File: src/core/tx_clk_cfg_defs.vh
`ifndef TX_CLK_CFG_DEFS_VH
`define TX_CLK_CFG_DEFS_VH

// ----------------------------------------------------------------
// register offsets
// ----------------------------------------------------------------
`define ADDR_TX_CLOCK_MULT_CONFIG 8'h86
`define ADDR_TX_LOCK_CONFIG 8'h87
`define ADDR_TX_CALIBRATION_CONFIG 8'h88

// ----------------------------------------------------------------
// reset values
// ----------------------------------------------------------------
`define RST_TX_CLOCK_MULT_CONFIG 8'h40
`define RST_TX_LOCK_CONFIG 8'h80
`define RST_TX_CALIBRATION_CONFIG 8'h00

// ----------------------------------------------------------------
// field positions
// ----------------------------------------------------------------
`define BW_MSB 7
`define BW_LSB 4
`define MODE_MSB 2
`define MODE_LSB 0
`define LK_RSVD_MSB 7
`define LK_RSVD_LSB 5
`define LK_DATA_KEEP 4
`define LK_SRC_OVR 3
`define LK_SRC_SEL 2
`define LK_LTR 1
`define CAL_FORCE 3
`define CAL_VCO_MSB 2
`define CAL_VCO_LSB 1
`define CAL_SOFT_RST 0

// ----------------------------------------------------------------
// field encodings
// ----------------------------------------------------------------
`define BW_180HZ 4'h0
`define BW_1K37HZ 4'h1
`define BW_380KHZ 4'h4
`define MODE_REFLESS 3'h0
`define MODE_SYNC_REF 3'h1
`define MODE_ASYNC_REF 3'h2
`define MODE_LOOP_TIME 3'h6
`define VCO_AUTO 2'h0
`define VCO_SWEEP 2'h1
`define VCO_REF 2'h2
`define VCO_INVALID 2'h3
`define SRC_FREQ 1'b0
`define SRC_SQM 1'b1

// ----------------------------------------------------------------
// timing
// ----------------------------------------------------------------
`define CLK_PERIOD_NS 100
`define SOFT_RST_NS 400
`define SOFT_RST_CYCLES ((`SOFT_RST_NS + `CLK_PERIOD_NS - 1) / `CLK_PERIOD_NS)

`endif

File: src/core/level_sync.v
`timescale 1ns/1ps

// ----------------------------------------------------------------
// two-stage synchroniser, one chain per bit
// ----------------------------------------------------------------
module level_sync #(
   parameter WIDTH = 4
) (
   input wire i_sys_clk,
   input wire i_reset,
   input wire [WIDTH-1:0] i_async,
   output wire [WIDTH-1:0] o_sync
);
   genvar g;
   generate
      for (g = 0; g < WIDTH; g = g + 1) begin : g_bit
         reg meta_reg;
         reg sync_reg;
         always @(posedge i_sys_clk) begin
            if (i_reset) begin
               meta_reg <= 1'b0;
               sync_reg <= 1'b0;
            end else begin
               meta_reg <= i_async[g];
               sync_reg <= meta_reg;
            end
         end
         assign o_sync[g] = sync_reg;
      end
   endgenerate
endmodule // level_sync

File: src/core/tx_clock_unit_config_regs.v
`timescale 1ns/1ps
`include "tx_clk_cfg_defs.vh"

// Function
// RULE1: bandwidth codes 0000=180 Hz, 0001=1.37 kHz, valid in modes 2 and 6.
// RULE2: code 0100=380 kHz valid in modes 0,1; other codes unsupported.
// RULE3: mode 000 referenceless, 001 sync ref, 010 async ref, 110 loop timing.
// RULE4: mode 001 acts exactly like setting the lock-to-reference bit.
// RULE5: software should use 1.37 kHz bandwidth with loop timing mode.
// RULE6: any change of timing mode starts a transmit recalibration.
// RULE7: software writes 100 into the reserved bits 7:5 of lock config.
// RULE8: with lock to reference, CDR locks to reference unless data-keep bit set.
// RULE9: override 0 picks loss-of-lock source from mode and reports it.
// RULE10: override 1 uses source bit: 0 frequency difference, 1 quality monitor.
// RULE11: lock-to-reference bit 1 locks the multiplier to the reference.
// RULE12: force-recalibrate starts calibration, keeps registers, self-clears when done.
// RULE13: vco code 00 centres on reference if present, else sweeps.
// RULE14: vco code 01 always sweeps the whole range.
// RULE15: vco code 10 always centres on the reference.
// RULE16: vco code 11 invalid; loss-of-lock alarm held on.
// RULE17: software uses vco code 10 or 00 under lineside loopback.
// RULE18: software avoids registers 205, 226 when vco is x0 with reference.
// RULE19: soft reset returns all registers to defaults, then self-clears; the code leaves the force bit as it was.
// RULE20: software forces recalibration after leaving power-down.
// RULE21: busy self-clearing bits read back 1 while in progress.
module tx_clock_unit_config_regs #(
   parameter SOFT_RST_LEN = `SOFT_RST_CYCLES
) (
   input wire i_sys_clk,
   input wire i_reset,
   input wire i_reg_wr,
   input wire i_reg_rd,
   input wire [7:0] i_reg_addr,
   input wire [7:0] i_reg_wdata,
   output reg [7:0] o_reg_rdata,
   output reg o_reg_rvalid,
   input wire i_ref_present,
   input wire i_cal_done,
   input wire i_freq_lock_lost,
   input wire i_sqm_lock_lost,
   output reg [3:0] o_tx_pll_loop_bw,
   output reg o_bw_valid,
   output reg [2:0] o_tx_timing_mode_sel,
   output reg o_lock_to_ref,
   output reg o_cdr_lock_to_ref,
   output reg o_lock_loss_src,
   output reg o_vco_sweep_full,
   output reg o_vco_center_ref,
   output reg o_cal_start,
   output reg o_calibrating,
   output reg o_lock_loss_alarm
);
   // ----------------------------------------------------------------
   // states
   // ----------------------------------------------------------------
   localparam [1:0] ST_IDLE = 2'b01;
   localparam [1:0] ST_RUN = 2'b10;

   // ----------------------------------------------------------------
   // reset fields
   // ----------------------------------------------------------------
   // sliced here so no reset load truncates a wider constant
   localparam [7:0] MULT_RST = `RST_TX_CLOCK_MULT_CONFIG;
   localparam [7:0] LOCK_RST = `RST_TX_LOCK_CONFIG;
   localparam [7:0] CAL_RST = `RST_TX_CALIBRATION_CONFIG;
   localparam [3:0] BW_RST = MULT_RST[`BW_MSB:`BW_LSB];
   localparam [2:0] MODE_RST = MULT_RST[`MODE_MSB:`MODE_LSB];
   localparam [2:0] RSVD_RST = LOCK_RST[`LK_RSVD_MSB:`LK_RSVD_LSB];
   localparam [1:0] VCO_RST = CAL_RST[`CAL_VCO_MSB:`CAL_VCO_LSB];

   // ----------------------------------------------------------------
   // declarations
   // ----------------------------------------------------------------
   reg [3:0] tx_pll_loop_bw_reg;
   reg [2:0] tx_timing_mode_sel_reg;
   reg [2:0] lock_rsvd_reg;
   reg cdr_data_lock_keep_reg;
   reg lock_loss_src_override_reg;
   reg lock_loss_src_sel_reg;
   reg ltr_reg;
   reg force_recalibrate_reg;
   reg [1:0] vco_cal_mode_reg;
   reg tx_soft_reset_reg;
   reg [7:0] rst_cnt_reg;
   reg [2:0] mode_prev_reg;
   reg mode_pending_reg;
   reg [1:0] state_reg;
   reg [1:0] state_next;
   reg done_prev_reg;
   reg force_run_reg;
   reg lock_loss_src_eff;
   reg [7:0] rdata_next;
   wire [3:0] sync_out;
   wire ref_ok;
   wire cal_done_s;
   wire freq_lol_s;
   wire sqm_lol_s;
   wire done_rise;
   wire wr_mult;
   wire wr_lock;
   wire wr_cal;
   wire mode_changed;
   wire cal_req;
   wire lock_ref_eff;
   wire force_wr;

   // ----------------------------------------------------------------
   // analog status crossing
   // ----------------------------------------------------------------
   level_sync #(
      .WIDTH(4)
   ) u_sync (
      .i_sys_clk(i_sys_clk),
      .i_reset(i_reset),
      .i_async({i_sqm_lock_lost, i_freq_lock_lost, i_cal_done, i_ref_present}),
      .o_sync(sync_out)
   );

   assign ref_ok = sync_out[0];
   assign cal_done_s = sync_out[1];
   assign freq_lol_s = sync_out[2];
   assign sqm_lol_s = sync_out[3];
   assign done_rise = cal_done_s & ~done_prev_reg;

   // writes are ignored while the soft reset sequence is still running
   assign wr_mult = i_reg_wr & ~tx_soft_reset_reg & (i_reg_addr == `ADDR_TX_CLOCK_MULT_CONFIG);
   assign wr_lock = i_reg_wr & ~tx_soft_reset_reg & (i_reg_addr == `ADDR_TX_LOCK_CONFIG);
   assign wr_cal = i_reg_wr & ~tx_soft_reset_reg & (i_reg_addr == `ADDR_TX_CALIBRATION_CONFIG);
   assign force_wr = wr_cal & i_reg_wdata[`CAL_FORCE] & ~i_reg_wdata[`CAL_SOFT_RST];

   assign mode_changed = (mode_prev_reg != tx_timing_mode_sel_reg); // RULE6
   assign cal_req = force_recalibrate_reg | mode_pending_reg | mode_changed;
   assign lock_ref_eff = ltr_reg | (tx_timing_mode_sel_reg == `MODE_SYNC_REF); // RULE4

   // ----------------------------------------------------------------
   // configuration registers
   // ----------------------------------------------------------------
   always @(posedge i_sys_clk) begin
      if (i_reset) begin
         tx_pll_loop_bw_reg <= BW_RST;
         tx_timing_mode_sel_reg <= MODE_RST;
         lock_rsvd_reg <= RSVD_RST;
         cdr_data_lock_keep_reg <= LOCK_RST[`LK_DATA_KEEP];
         lock_loss_src_override_reg <= LOCK_RST[`LK_SRC_OVR];
         lock_loss_src_sel_reg <= LOCK_RST[`LK_SRC_SEL];
         ltr_reg <= LOCK_RST[`LK_LTR];
         vco_cal_mode_reg <= VCO_RST;
         tx_soft_reset_reg <= 1'b0;
         rst_cnt_reg <= 8'h00;
      end else if (tx_soft_reset_reg) begin
         // defaults reloaded at the start; bit stays up until the count ends
         if (rst_cnt_reg == 8'h00) begin
            tx_soft_reset_reg <= 1'b0; // RULE19
         end else begin
            rst_cnt_reg <= rst_cnt_reg - 8'h01;
         end
      end else if (wr_cal && i_reg_wdata[`CAL_SOFT_RST]) begin
         // force bit and a running calibration survive a soft reset
         tx_pll_loop_bw_reg <= BW_RST; // RULE19
         tx_timing_mode_sel_reg <= MODE_RST;
         lock_rsvd_reg <= RSVD_RST;
         cdr_data_lock_keep_reg <= LOCK_RST[`LK_DATA_KEEP];
         lock_loss_src_override_reg <= LOCK_RST[`LK_SRC_OVR];
         lock_loss_src_sel_reg <= LOCK_RST[`LK_SRC_SEL];
         ltr_reg <= LOCK_RST[`LK_LTR];
         vco_cal_mode_reg <= VCO_RST;
         tx_soft_reset_reg <= 1'b1; // RULE21
         rst_cnt_reg <= SOFT_RST_LEN[7:0] - 8'h01;
      end else begin
         if (wr_mult) begin
            tx_pll_loop_bw_reg <= i_reg_wdata[`BW_MSB:`BW_LSB];
            tx_timing_mode_sel_reg <= i_reg_wdata[`MODE_MSB:`MODE_LSB]; // RULE3
         end
         if (wr_lock) begin
            lock_rsvd_reg <= i_reg_wdata[`LK_RSVD_MSB:`LK_RSVD_LSB]; // RULE7
            cdr_data_lock_keep_reg <= i_reg_wdata[`LK_DATA_KEEP];
            lock_loss_src_override_reg <= i_reg_wdata[`LK_SRC_OVR];
            lock_loss_src_sel_reg <= i_reg_wdata[`LK_SRC_SEL];
            ltr_reg <= i_reg_wdata[`LK_LTR];
         end
         if (wr_cal) begin
            vco_cal_mode_reg <= i_reg_wdata[`CAL_VCO_MSB:`CAL_VCO_LSB];
         end
      end
   end

   // ----------------------------------------------------------------
   // recalibration sequencer
   // ----------------------------------------------------------------
   always @* begin
      state_next = state_reg;
      case (state_reg)
         ST_IDLE: begin
            if (cal_req) begin
               state_next = ST_RUN;
            end
         end
         ST_RUN: begin
            if (done_rise) begin
               state_next = ST_IDLE;
            end
         end
         default: begin
            state_next = ST_IDLE;
         end
      endcase
   end

   always @(posedge i_sys_clk) begin
      if (i_reset) begin
         state_reg <= ST_IDLE;
         force_recalibrate_reg <= 1'b0;
         mode_prev_reg <= MODE_RST;
         force_run_reg <= 1'b0;
         mode_pending_reg <= 1'b0;
         done_prev_reg <= 1'b0;
         o_cal_start <= 1'b0;
         o_calibrating <= 1'b0;
      end else begin
         state_reg <= state_next;
         done_prev_reg <= cal_done_s;
         mode_prev_reg <= tx_timing_mode_sel_reg;
         o_cal_start <= (state_reg == ST_IDLE) && cal_req; // RULE6 RULE12
         o_calibrating <= (state_next == ST_RUN);
         // a mode change seen mid-run queues one more pass
         if (mode_changed && state_reg == ST_RUN) begin
            mode_pending_reg <= 1'b1; // RULE6
         end else if (state_reg == ST_IDLE) begin
            mode_pending_reg <= 1'b0;
         end
         // remember whether the force bit launched this run
         if (state_reg == ST_IDLE && cal_req) begin
            force_run_reg <= force_recalibrate_reg;
         end else if (state_reg == ST_RUN && done_rise) begin
            force_run_reg <= 1'b0;
         end
         // a new write of 1 wins over the completion clear; a force written
         // during another run stays set so that it gets a run of its own
         if (force_wr) begin
            force_recalibrate_reg <= 1'b1; // RULE12 RULE21
         end else if (state_reg == ST_RUN && done_rise && force_run_reg) begin
            force_recalibrate_reg <= 1'b0; // RULE12
         end
      end
   end

   // ----------------------------------------------------------------
   // loss-of-lock source choice
   // ----------------------------------------------------------------
   always @* begin
      if (lock_loss_src_override_reg) begin
         lock_loss_src_eff = lock_loss_src_sel_reg; // RULE10
      end else if (tx_timing_mode_sel_reg == `MODE_REFLESS) begin
         // no reference to compare against, so only the monitor can judge
         lock_loss_src_eff = `SRC_SQM; // RULE9
      end else begin
         lock_loss_src_eff = `SRC_FREQ; // RULE9
      end
   end

   // ----------------------------------------------------------------
   // control outputs
   // ----------------------------------------------------------------
   always @(posedge i_sys_clk) begin
      if (i_reset) begin
         o_tx_pll_loop_bw <= BW_RST;
         o_bw_valid <= 1'b0;
         o_tx_timing_mode_sel <= MODE_RST;
         o_lock_to_ref <= 1'b0;
         o_cdr_lock_to_ref <= 1'b0;
         o_lock_loss_src <= `SRC_SQM;
         o_vco_sweep_full <= 1'b0;
         o_vco_center_ref <= 1'b0;
         o_lock_loss_alarm <= 1'b0;
      end else begin
         o_tx_pll_loop_bw <= tx_pll_loop_bw_reg;
         o_tx_timing_mode_sel <= tx_timing_mode_sel_reg; // RULE3
         case (tx_pll_loop_bw_reg)
            `BW_180HZ, `BW_1K37HZ: begin
               o_bw_valid <= (tx_timing_mode_sel_reg == `MODE_ASYNC_REF)
                  || (tx_timing_mode_sel_reg == `MODE_LOOP_TIME); // RULE1
            end
            `BW_380KHZ: begin
               o_bw_valid <= (tx_timing_mode_sel_reg == `MODE_REFLESS)
                  || (tx_timing_mode_sel_reg == `MODE_SYNC_REF); // RULE2
            end
            default: begin
               o_bw_valid <= 1'b0; // RULE2
            end
         endcase
         o_lock_to_ref <= lock_ref_eff; // RULE11
         o_cdr_lock_to_ref <= lock_ref_eff & ~cdr_data_lock_keep_reg; // RULE8
         o_lock_loss_src <= lock_loss_src_eff;
         o_vco_sweep_full <= (vco_cal_mode_reg == `VCO_SWEEP)
            || (vco_cal_mode_reg == `VCO_AUTO && !ref_ok); // RULE13 RULE14
         o_vco_center_ref <= (vco_cal_mode_reg == `VCO_REF)
            || (vco_cal_mode_reg == `VCO_AUTO && ref_ok); // RULE13 RULE15
         if (vco_cal_mode_reg == `VCO_INVALID) begin
            o_lock_loss_alarm <= 1'b1; // RULE16
         end else if (lock_loss_src_eff == `SRC_SQM) begin
            o_lock_loss_alarm <= sqm_lol_s; // RULE10
         end else begin
            o_lock_loss_alarm <= freq_lol_s; // RULE10
         end
      end
   end

   // ----------------------------------------------------------------
   // register read port
   // ----------------------------------------------------------------
   always @* begin
      rdata_next = 8'h00;
      case (i_reg_addr)
         `ADDR_TX_CLOCK_MULT_CONFIG: begin
            rdata_next = {tx_pll_loop_bw_reg, 1'b0, tx_timing_mode_sel_reg};
         end
         `ADDR_TX_LOCK_CONFIG: begin
            // source bit shows the automatic choice when not overridden
            rdata_next = {lock_rsvd_reg, cdr_data_lock_keep_reg,
               lock_loss_src_override_reg, lock_loss_src_eff, ltr_reg, 1'b0}; // RULE9
         end
         `ADDR_TX_CALIBRATION_CONFIG: begin
            rdata_next = {4'h0, force_recalibrate_reg, vco_cal_mode_reg,
               tx_soft_reset_reg}; // RULE21
         end
         default: begin
            rdata_next = 8'h00;
         end
      endcase
   end

   always @(posedge i_sys_clk) begin
      if (i_reset) begin
         o_reg_rdata <= 8'h00;
         o_reg_rvalid <= 1'b0;
      end else begin
         o_reg_rvalid <= i_reg_rd;
         if (i_reg_rd) begin
            o_reg_rdata <= rdata_next;
         end
      end
   end
endmodule // tx_clock_unit_config_regs

File: config.mk
export PLATFORM = sky130hd
export DESIGN_NAME = tx_clock_unit_config_regs
export DESIGN_NICKNAME = d
export VERILOG_FILES = /design/src/core/level_sync.v /design/src/core/tx_clock_unit_config_regs.v
export VERILOG_INCLUDE_DIRS = /design/src /design/src/core
export SDC_FILE = /design/constraint.sdc
export NUM_CORES = 1
export LEC_CHECK = 0
export ABC_AREA = 0
export CORE_ASPECT_RATIO = 0.5
export CORE_UTILIZATION = 36
export CTS_BUF_LIST = sky130_fd_sc_hd__clkbuf_4
export DETAILED_ROUTE_END_ITERATION = 8
export DONT_BUFFER_PORTS = 1
export PLACE_DENSITY_LB_ADDON = 0.2
export REMOVE_ABC_BUFFERS = 1
export SLEW_MARGIN = 20
export SYNTH_ARGS = -nofsm -noshare
export SYNTH_HDL_FRONTEND = slang
export SYNTH_HIERARCHICAL = 1
export SYNTH_SLANG_ARGS = --single-unit
File: constraint.sdc
create_clock -name i_sys_clk -period 3.3 [get_ports i_sys_clk]
set_clock_uncertainty 0.15 [all_clocks]
set_input_delay 0.825 -clock i_sys_clk [delete_from_list [all_inputs] [get_ports i_sys_clk]]
set_output_delay 0.825 -clock i_sys_clk [all_outputs]
set_load 0.005 [all_outputs]
==> results.md, run 1 <==
- Finish-stage setup viols: 0
- Reg-to-reg endpoint: rst_cnt_reg[0]
- Final Hold Vio Count: 0
- # Post-CTS Setup Buffers: 0
- # rows: 21
- Power Total: 1.42 mW
- Area of the multi-input gates: 0.00123 sq mm
- Register-to-register setup slack: 1.23 ns
- Placer's final routability congestion estimate: 0.766
- Nets: 301
- Register cell area after layout: 0.00128 sq mm
- Mapped cell area: 0.00263 sq mm
- Largest net degree at the start of global routing: 47
- Cell taking the most area after synthesis: dfxtp_1
- CTS Buf Count: 9
- Post-synth EDFFs: 0
- Vias in the first global route: 1943
- Die width: 123 microns
- Top Family by Delay on Critical Path: compound AO/OA/AOI/OAI gates
- Root Buffer: clkbuf_4
- Filler instances: 692
- Ys Warns: 6
- Critical path endpoint category: register
- Slowest stage delay, CP: 0.42 ns
- Syn_area_per_cell: 9.58 sq um
- Post-detail-place hpwl: 4080 microns
- CTS tree: yes
- CTS resizes: 0
- TritonRoute pass-1 iters: 4
- Fmax: 484 MHz
- Final wirelength: 5710 microns
- Reg clk slew, reported paths: 0.10 ns
- DRT antenna net count: 0
- Post-synth ARST share: 0
- Hold-fix buffers, CTS: 0
- Initial Utilization: 0.383
- Yosys top cell area share: 0.486
- Routed via count: 1945
- Critical Path Fanout Max: 6
- TritonCTS Sinks: 64
- Rel. slew slack: 0.540
- Max Cap Viol: 0
- Crit path launch type: register
- Drt wl/cell: 15.4 microns
- Clk_lat worst skew: 0.42 ns
- CP max-delay cell: nor3b_1
- Final min period: 2.07 ns
- Core Region: 0.00688 sq mm
- Max Transition Viols Final: 0
- DRC errors left: 0
- Layout cells sized above 1: 0.119
- CTS H-tree depth: 3
- Yosys reg bits: 64
- Synth cell types: 53
- Total grt overflow: 0
- Sequential area share after synthesis: 0.486
- Hold/Removal Path Class: register to register
- Global-route wire length before repair: 9790 microns
- Reg2reg path depth: 6
- Mapped Cells: 275
- Clk buf depth: 2
- WP buf/inv: 1
- Most area-consuming cells after synthesis: dfxtp_1 49%, nor2b_1 4.5%, a21oi_1 4.4%
- Crit path top cell by count: a21oi_1
- Final worst-path cycle share: 0.627
- Hold depth: 1
- Initial DRC count: 107
- Ys flop type: dfxtp_1
- Worst IR Drop VDD: 0.201 mV
- Layout area overhead: 8.03%
- Hold EP: u_sync/g_bit[3].sync_reg
- HP Start: u_sync/g_bit[3].meta_reg
- Tot GR Track Use: 0.170
- Critical-path cell list: inv_1, ha_1, nor3b_1, a21oi_1, a31oi_2, a21oi_1
- Leak pwr: 1.00 nW
- WS Path Type: register to register
- Arr. time, crit path: 2.22 ns
- RR Startpoint: rst_cnt_reg[1]
- Drt via density: 5.24
- RSZ-0062 raised after global routing: false
- Die Y: 62.5 microns
- Full die area: 0.00768 sq mm
- Initial antenna violation count: 0
- I/O Buffers: 0
- I/O pin count: 49
- Power Density: 498 mW/mm^2
- Fin Setup TNS: 0 ns
- Req. time, crit path: 3.45 ns
- Worst-Margin Slew: 0.689 ns
- Status: finished clean
-- worst reg2reg max path, stage by stage, from the launching register on --
cell     delay [ns]
dfxtp_1        0.34
inv_1          0.11
ha_1           0.17
nor3b_1        0.42
a21oi_1        0.33
a31oi_2        0.33
a21oi_1        0.11
-- cells in the final DEF (no fill, tap or decap), types with 2 or more instances in the layout --
cell type   netlist  layout
dfxtp_1          64      64
nor4b_2           1       2
mux2_2            5       5
clkbuf_4          0       9
ha_1              4       4
a22oi_1           8       8
clkinv_1          1       4
buf_4             4       2
nand3_1          10      10
nand4_1           4       4
mux2i_1           5       5
nor4bb_1          2       2
a31o_2            2       2
nand4b_1          3       3
bufinv_16         0       2
a32oi_1           2       2
nor4_1            2       2
nor2b_1          19      19
a21oi_1          23      23
nor3_1            4       4
o21ai_0           4       4
xnor2_1           6       6
nor3_2            2       2
nor3b_1           2       2
clkinvlp_4        0       2
nand2b_1          2       2
a211oi_1          2       2
nor2_1           27      27
a22o_1            5       5
nand2_1          16      16
inv_1            12      12
-- power by group --
part / switching [mW] / total [mW] / internal [mW]
logic: 0.0257 / 0.0465 / 0.0209
registers: 0.00609 / 0.789 / 0.783
clock network: 0.284 / 0.583 / 0.299
-- metal layers --
metal | track usage | part of all wire | vias to the layer above
li1 | - | - | 969
met1 | 0.206 | 0.45 | 924
met2 | 0.264 | 0.46 | 44
met3 | 0.0794 | 0.079 | 8
met4 | 0.0595 | 0.014 | 0
met5 | 0 | 0 | -
-- synth_stat cells, drive strengths merged, types with 2 or more instances --
master	instances
dfxtp	64
nor2	28
a21oi	24
nor2b	19
nand2	16
inv	12
nand3	10
a22oi	8
clkbuf	8
buf	7
nor3	6
xnor2	6
a22o	5
mux2	5
mux2i	5
ha	4
nand4	4
o21ai	4
a31o	3
nand4b	3
nor4	3
nor4b	3
a211oi	2
a32oi	2
nand2b	2
nor3b	2
nor4bb	2
or4b	2
-- metrics by stage --
| step | instance area [sq um] | instances | hold WS [ns] | utilization | setup WS, ns |
|---|---|---|---|---|---|
| after floorplan | 2550 | 260 | 0.264 | - | 0.484 |
| after global placement | 2690 | 354 | 0.265 | 0.391 | 0.912 |
| after detailed placement | 2690 | 354 | 0.275 | 0.391 | 0.882 |
| after CTS | 2840 | 370 | 0.284 | 0.413 | 1.22 |
| after global routing | 2840 | 370 | 0.254 | 0.413 | 1.02 |
| final | 2850 | 371 | 0.297 | 0.413 | 1.23 |
-- cell type report --
cell class | instances | area share
antenna | 1 | 0.000880
clock buffer | 9 | 0.0237
clock inverter | 7 | 0.0303
inverter | 13 | 0.0172
multi-input combinational | 183 | 0.432
sequential | 64 | 0.450
tap | 92 | 0.0405
timing repair buffer | 2 | 0.00528
-- how the worst max path moves through the flow --
stage / slack [ns] / end / depth (start not counted) / start
after floorplan: 0.48 / cdr_data_lock_keep_reg / 4 / i_reg_addr[1]
after global placement: 0.91 / tx_pll_loop_bw_reg[2] / 4 / i_reg_addr[5]
after detailed placement: 0.88 / tx_timing_mode_sel_reg[1] / 4 / i_reg_addr[5]
after CTS: 1.22 / rst_cnt_reg[0] / 6 / rst_cnt_reg[1]
after global routing: 1.02 / rst_cnt_reg[0] / 6 / rst_cnt_reg[0]
final: 1.23 / rst_cnt_reg[0] / 6 / rst_cnt_reg[1]
-- logic make-up after synthesis --
family,share of synthesized area
AO/OA/AOI/OAI,0.151
XOR/XNOR,0.0200
adder cells (fa/ha/maj),0.0190
buffers and inverters,0.0494
flip-flops,0.486
multiplexers,0.0404
AND/OR/NAND/NOR,0.234
No activity file was read; power rests on OpenSTA's default activity.
==> inputs of run 2 (changes only) <==
--- a/config.mk
+++ b/config.mk
@@ -6,7 +6,7 @@
 export SDC_FILE = /design/constraint.sdc
 export NUM_CORES = 1
 export LEC_CHECK = 0
-export ABC_AREA = 0
+export ABC_AREA = 1
 export CORE_ASPECT_RATIO = 0.5
 export CORE_UTILIZATION = 36
 export CTS_BUF_LIST = sky130_fd_sc_hd__clkbuf_4
==> constraint.sdc (replaced) <==
create_clock -name i_sys_clk -period 1.8 [get_ports i_sys_clk]
set_clock_uncertainty 0.15 [all_clocks]
set_input_delay 0.45 -clock i_sys_clk [delete_from_list [all_inputs] [get_ports i_sys_clk]]
set_output_delay 0.45 -clock i_sys_clk [all_outputs]
set_load 0.005 [all_outputs]
==> run 2 against run 1 <==
  * Final area increased by 9.6%
  * Core utilization increased by 0.95 points
  * Clock power increased by 82%
  * Global-route usage increased by 0.13 points
  * Setup slack got worse by 0.94 ns
  * Largest cell class unchanged
  * Total power increased by 86%
  * Clock-buffer cell count increased by 1
==> results.md, run 2 <==
- Commonest non-fill, non-tap cells in the layout: 74 x nand2_1, 64 x dfxtp_1, 50 x nand3_1
- Worst-Margin Slew: 0.288 ns (-0.401 ns)
- CTS tree: yes
- Final Hold Vio Count: 0 (unchanged)
- Power Density: 844 mW/mm^2 (+69%)
- Die Y: 63.9 microns (+2.3%)
- Final min period: 1.51 ns (-0.556 ns)
- Finish-stage setup viols: 0 (unchanged)
- Rel. slew slack: 0.808 (+0.267)
- Clk_lat worst skew: 0.41 ns (about the same)
- TritonCTS Sinks: 64 (unchanged)
- Reg clk slew, reported paths: 0.11 ns (about the same)
- Worst IR Drop VDD: 0.235 mV (+17%)
- Layout cells sized above 1: 0.111 (-0.00815)
- Ys flop type: dfxtp_1
- Initial Utilization: 0.374 (-0.00844)
- Core Region: 0.00738 sq mm (+7.2%)
- I/O pin count: 49 (unchanged)
- Post-synth EDFFs: 0 (unchanged)
- Critical path endpoint category: register
- Crit path launch type: register
- Fmax: 662 MHz (+37%)
- Mapped Cells: 379 (+38%)
- Status: finished clean
- Final Instance Area: 0.00312 sq mm (+9.6%)
- # rows: 22 (+4.8%)
- Die width: 126 microns (+2.3%)
- Drt via density: 4.76 (-9.3%)
- Filler instances: 786 (+14%)
- Synth Area in Adders: 0.0181 (-0.000870)
- Hold/Removal Path Class: input pin to register
- Vias in the first global route: 2246 (+16%)
- Fin util: 0.423 (+0.00953)
- Max Transition Viols Final: 0 (unchanged)
- Layout area overhead: 13.0%
- Leading cell types by count after synthesis: 74 x nand2_1, 64 x dfxtp_1, 50 x nand3_1
- CTS H-tree depth: 3 (unchanged)
- Root Buffer: clkbuf_4
- DRC errors left: 0 (unchanged)
- Max Cap Viol: 0 (unchanged)
- Req. time, crit path: 1.96 ns (-1.49 ns)
- I/O Buffers: 0 (unchanged)
- Initial DRC count: 137 (+28%)
- Largest family of logic cells by synthesized area: simple AND/OR/NAND/NOR gates
- RSZ-0062 raised after global routing: false
- Arr. time, crit path: 1.67 ns (-0.55 ns)
- Area of the multi-input gates: 0.00119 sq mm (-3.5%)
- Final worst-path cycle share: 0.840 (+0.213)
- Clk buf depth: 2 (unchanged)
- Min setup slack post-route: 0.289 ns (-0.944 ns)
- Nets: 422 (+40%)
- Ys Warns: 6 (unchanged)
- Leak pwr: 1.35 nW (+35%)
- CTS Buf Count: 9 (unchanged)
- # Post-CTS Setup Buffers: 0 (unchanged)
- Register cell area after layout: 0.00128 sq mm (unchanged)
- Most area-consuming cells after synthesis: dfxtp_1 46%, nand2_1 10%, nand3_1 9.1%
- Most common cell after layout, fill and taps aside: nand2_1
- Ant diodes: 0 (-1)
- Sequential area share after synthesis: 0.464 (-0.0223)
- Mapped cell area: 0.00276 sq mm (+4.8%)
- Compound-Gate Fraction of Synth Area: 0.104 (-0.0463)
- Placed Instance Area: 0.00286 sq mm (+6.4%)
- Syn_area_per_cell: 7.28 sq um (-24%)
- Global-route wire length before repair: 10500 microns (+7.5%)
- Final wirelength: 6310 microns (+10%)
- Yosys top cell area share: 0.464 (-0.0223)
- DRT antenna net count: 0 (unchanged)
- WS Path Type: register to register
- Placer's final routability congestion estimate: 0.792 (+3.4%)
- Total grt overflow: 0 (unchanged)
- Critical Path Fanout Max: 5 (-1)
- Routed via count: 2350 (+21%)
- Cell taking the most area after synthesis: dfxtp_1
- Placement Setup Slack: 0.0624 ns (-0.820 ns)
- Post-synth ARST share: 0 (unchanged)
- Initial antenna violation count: 0 (unchanged)
- Tot GR Track Use: 0.172 (+0.00134)
- CTS resizes: 0 (unchanged)
- Synth cell types: 31 (-42%)
- Yosys reg bits: 64 (unchanged)
- Post-detail-place hpwl: 4480 microns (+9.9%)
- Post-synthesis xor/xnor area fraction: 0.00952 (-0.0104)
- Largest net degree at the start of global routing: 49 (+4.3%)
- Simple-gate share of the synthesized area: 0.298 (+0.0636)
- TritonRoute pass-1 iters: 4 (unchanged)
- Full die area: 0.00804 sq mm (+4.7%)
- Multiplexer share of the synthesized area: 0 (-0.0404)
- Drt wl/cell: 12.8 microns (-17%)
- Cell with the most instances after synthesis: nand2_1
-- run 2: changes by cell type in the layout (fill, tap and decap cells not counted), sizes merged, moves of 12 or more --
| cell | before | now |
|---|---|---|
| nand2 | 16 | 75 |
| nand3 | 10 | 51 |
| inv | 12 | 52 |
| nor2 | 28 | 51 |
| nor2b | 19 | 0 |
| a21oi | 24 | 36 |
-- run 2: per-stage QoR --
stage	total power, mW	cells	TNS (ns)	hold WS, ns
finish	2.63	494	0	0.0334
global route	2.74	494	0	0.000137
CTS	2.67	494	0	0.00333
detailed placement	1.57	469	0	0.245
global placement	1.57	469	0	0.241
floorplan	1.55	363	-2.43	0.238
-- run 2: worst paths after layout --
kind                                               start                  endpoint  slack [ns]  depth (start not counted)
worst max-delay path                      rst_cnt_reg[0]            rst_cnt_reg[1]        0.29                          8
worst min-delay path                            i_reg_rd            o_reg_rdata[5]        0.03                          2
worst max register to register            rst_cnt_reg[0]            rst_cnt_reg[1]        0.29                          8
worst min register to register  u_sync/g_bit[2].meta_reg  u_sync/g_bit[2].sync_reg        0.26                          2
-- run 2: power by group --
group,internal (mW),switching [mW],total [mW],leakage (nW)
clock network,0.561,0.500,1.06,0.0813
registers,1.44,0.0104,1.45,0.519
logic,0.0508,0.0765,0.127,0.754
total,2.05,0.587,2.63,1.35
-- run 2: final cells by class --
class                           instances  area share
Clock inverter                          5      0.0233
Timing Repair Buffer                   20      0.0594
Clock buffer                           10      0.0241
Sequential cell                        64       0.411
Tap cell                               96      0.0385
Multi-Input combinational cell        246       0.380
Inverter                               53      0.0638
-- run 2: worst max-delay path: stages (launching register included) --
cell and delay, ns:
dfxtp_1 0.32, inv_1 0.12, ha_1 0.17, nand3_1 0.09
o21ai_2 0.18, buf_4 0.16, nand3_1 0.07, o211ai_1 0.11
inv_2 0.04
-- run 2: logic make-up (layout without fill, tap and decap cells) --
| kind of cell | after synthesis | after routing |
|---|---|---|
| flops | 64 | 64 |
| xor+xnor | 3 | 3 |
| fa+ha+maj | 4 | 4 |
| compound gates | 54 | 54 |
| buf+inv | 69 | 88 |
| simple gates | 185 | 185 |
-- run 2: what timing repair did --
| action | in CTS | in global routing |
|---|---|---|
| setup endpoints to repair | 0 | 0 |
| endpoints found under the hold margin | 53 | 0 |
| hold buffers | 10 | 0 |
-- run 2: metal layers --
metal | vias to the layer above | track usage | wire length, microns
met5 | - | 0 | 0
met4 | 0 | 0.0768 | 49
met2 | 44 | 0.266 | 2820
met3 | 6 | 0.0486 | 295
met1 | 1064 | 0.224 | 3140
li1 | 1236 | - | -
==> inputs of run 3 (changes only) <==
==> constraint.sdc (replaced) <==
create_clock -name i_sys_clk -period 1.45 [get_ports i_sys_clk]
set_clock_uncertainty 0.15 [all_clocks]
set_input_delay 0.3625 -clock i_sys_clk [delete_from_list [all_inputs] [get_ports i_sys_clk]]
set_output_delay 0.3625 -clock i_sys_clk [all_outputs]
set_load 0.005 [all_outputs]
==> run 3 against run 2 <==
  * Sequential power up 23%
  * Sequential share of layout area shrank 3.4 points
  * Non-clock buffer count increased by 28
  * Final area up 10%
==> results.md, run 3 (synthesis gave the netlist of run 2 again) <==
- CP max-delay cell: dfxtp_1
- Initial Utilization: 0.374 (unchanged)
- Layout area overhead: 24.4%
- Req. time, crit path: 1.61 ns (-0.35 ns)
- Crit path launch type: register
- Top Family by Delay on Critical Path: flip-flops
- Placed instance count: 481 (+2.6%)
- Critical Path Fanout Max: 5 (unchanged)
- Final Hold Vio Count: 0 (unchanged)
- Ant diodes: 0 (unchanged)
- Layout cells sized above 1: 0.195 (+0.0843)
- Arr. time, crit path: 1.57 ns (-0.10 ns)
- Fin Setup TNS: 0 ns (unchanged)
- DRT antenna net count: 0 (unchanged)
- # rows: 22 (unchanged)
- WP buf/inv: 3 (unchanged)
- Initial DRC count: 146 (+6.6%)
- Drt wl/cell: 13.3 microns (+4.1%)
- I/O Buffers: 0 (unchanged)
- Clk_lat worst skew: 0.41 ns (about the same)
- Rel. slew slack: 0.820 (+0.0121)
- Full die area: 0.00804 sq mm (unchanged)
- Nets: 450 (+6.6%)
- Met1 Track Usage GR: 0.233 (+0.00938)
- Critical-path cell list: inv_2, ha_4, nand3_4, o21ai_4, buf_6, nand3_1, o211ai_1, inv_1
- Slowest stage delay, CP: 0.32 ns (about the same)
- Routed via count: 2514 (+7.0%)
- Drt via density: 4.82 (+1.2%)
- Root Buffer: clkbuf_4
- I/O pin count: 49 (unchanged)
- WS Path Type: register to register
- Worst IR Drop VDD: 0.247 mV (+5.2%)
- Worst-Margin Slew: 0.270 ns (-0.0187 ns)
- Power Density: 857 mW/mm^2 (+1.4%)
- Initial antenna violation count: 0 (unchanged)
- Placer's final routability congestion estimate: 0.852 (+7.6%)
- Most common cell after layout, fill and taps aside: nand2_1
- TritonCTS Sinks: 64 (unchanged)
- Die width: 126 microns (unchanged)
- Final Non-Filler Cells: 522 (+5.7%)
- Global-route wire length before repair: 11300 microns (+7.8%)
- RSZ-0062 raised after global routing: true
- Reg clk slew, reported paths: 0.09 ns (-0.02 ns)
- Total grt overflow: 0 (unchanged)
- Leak pwr: 1.53 nW (+13%)
- Final wirelength: 6940 microns (+10%)
- Vias in the first global route: 2390 (+6.4%)
- Filler instances: 743 (-5.5%)
- Commonest non-fill, non-tap cells in the layout: 71 x nand2_1, 55 x dfxtp_1, 48 x nand3_1
- TritonRoute pass-1 iters: 5 (+1)
- Max Cap Viol: 0 (unchanged)
- Largest net degree at the start of global routing: 34 (-31%)
- Hold/Removal Path Class: input pin to register
- Clk buf depth: 2 (unchanged)
- Tot GR Track Use: 0.185 (+0.0137)
- CTS Buf Count: 9 (unchanged)
- Most used routing layer: met2
- Final worst-path cycle share: 0.976 (+0.137)
- Fmax: 706 MHz (+6.7%)
- DRC errors left: 0 (unchanged)
- Grt met3 use: 0.0595 (+0.0109)
- CTS H-tree depth: 3 (unchanged)
- Final min period: 1.42 ns (-0.0955 ns)
- Status: finished clean
- Met2 usage: 0.298 (+0.0319)
- Core Region: 0.00738 sq mm (unchanged)
- Die Y: 63.9 microns (unchanged)
- CTS tree: yes
- Finish-stage setup viols: 0 (unchanged)
- Critical path endpoint category: register
- Post-detail-place hpwl: 4760 microns (+6.2%)
- Max Transition Viols Final: 0 (unchanged)
## run 3: cell count changes in the layout (fill, tap and decap cells not counted), sizes merged
| cell | change |
|---|---|
| buf | +13 |
| bufinv | -2 |
| clkinv | +2 |
| dlygate4sd3 | +15 |
## run 3: area by class of cell
cell class / count / area (sq um) / share of cell area
repair buffers: 48 / 457 / 0.133
well taps: 96 / 120 / 0.0350
clock buffers: 10 / 75.1 / 0.0219
inverters: 53 / 199 / 0.0579
flip-flops and latches: 64 / 1290 / 0.377
multi-input cells: 246 / 1260 / 0.368
clock inverters: 5 / 25.0 / 0.00729
## run 3: routing by layer
| metal | up-vias | wire [microns] |
|---|---|---|
| met5 | - | 0 |
| met4 | 0 | 54 |
| met3 | 4 | 454 |
| met2 | 69 | 3160 |
| met1 | 1142 | 3270 |
| li1 | 1299 | - |
## run 3: where the power goes
group / leakage, nW / switching [mW] / internal, mW
clock: 0.0656 / 0.615 / 0.348
sequential: 0.523 / 0.0128 / 1.78
combinational: 0.939 / 0.101 / 0.0849
total: 1.53 / 0.729 / 2.21
## run 3: repair_timing
item | 4_1_cts | 5_1_grt
gates resized for setup | 9 | 25
pin swaps | 2 | 12
setup endpoints to repair | 15 | 28
hold buffers | 25 | 0
setup buffers | 0 | 1
hold endpoints to repair | 58 | 0
## run 3: worst reg2reg max path: stages, from the launching register on
cell and delay, ns:
dfxtp_1 0.32, inv_2 0.08, ha_4 0.15, nand3_4 0.06, o21ai_4 0.20, buf_6 0.14, nand3_1 0.07, o211ai_1 0.09
inv_1 0.05
## run 3: per-stage QoR
stage / utilization / hold slack, ns / power, mW / cell area [sq um] / setup slack [ns]
after floorplan: - / 0.238 / 1.92 / 2670 / -0.478
after global placement: 0.400 / 0.240 / 1.95 / 2950 / -0.145
after detailed placement: 0.400 / 0.245 / 1.95 / 2950 / -0.137
after CTS: 0.452 / 0.00384 / 2.97 / 3340 / -0.00778
after global routing: 0.466 / 0.0289 / 3.09 / 3430 / -0.0468
final: 0.466 / 0.0377 / 2.94 / 3430 / 0.0342
## run 3: final timing paths
kind / cells after the start / to / slack (ns) / start
min reg2reg: 2 / o_lock_loss_alarm / 0.30 / u_sync/g_bit[2].sync_reg
max reg2reg: 8 / rst_cnt_reg[0] / 0.03 / rst_cnt_reg[0]
max: 8 / rst_cnt_reg[0] / 0.03 / rst_cnt_reg[0]
min: 2 / o_tx_pll_loop_bw[2] / 0.04 / i_reset
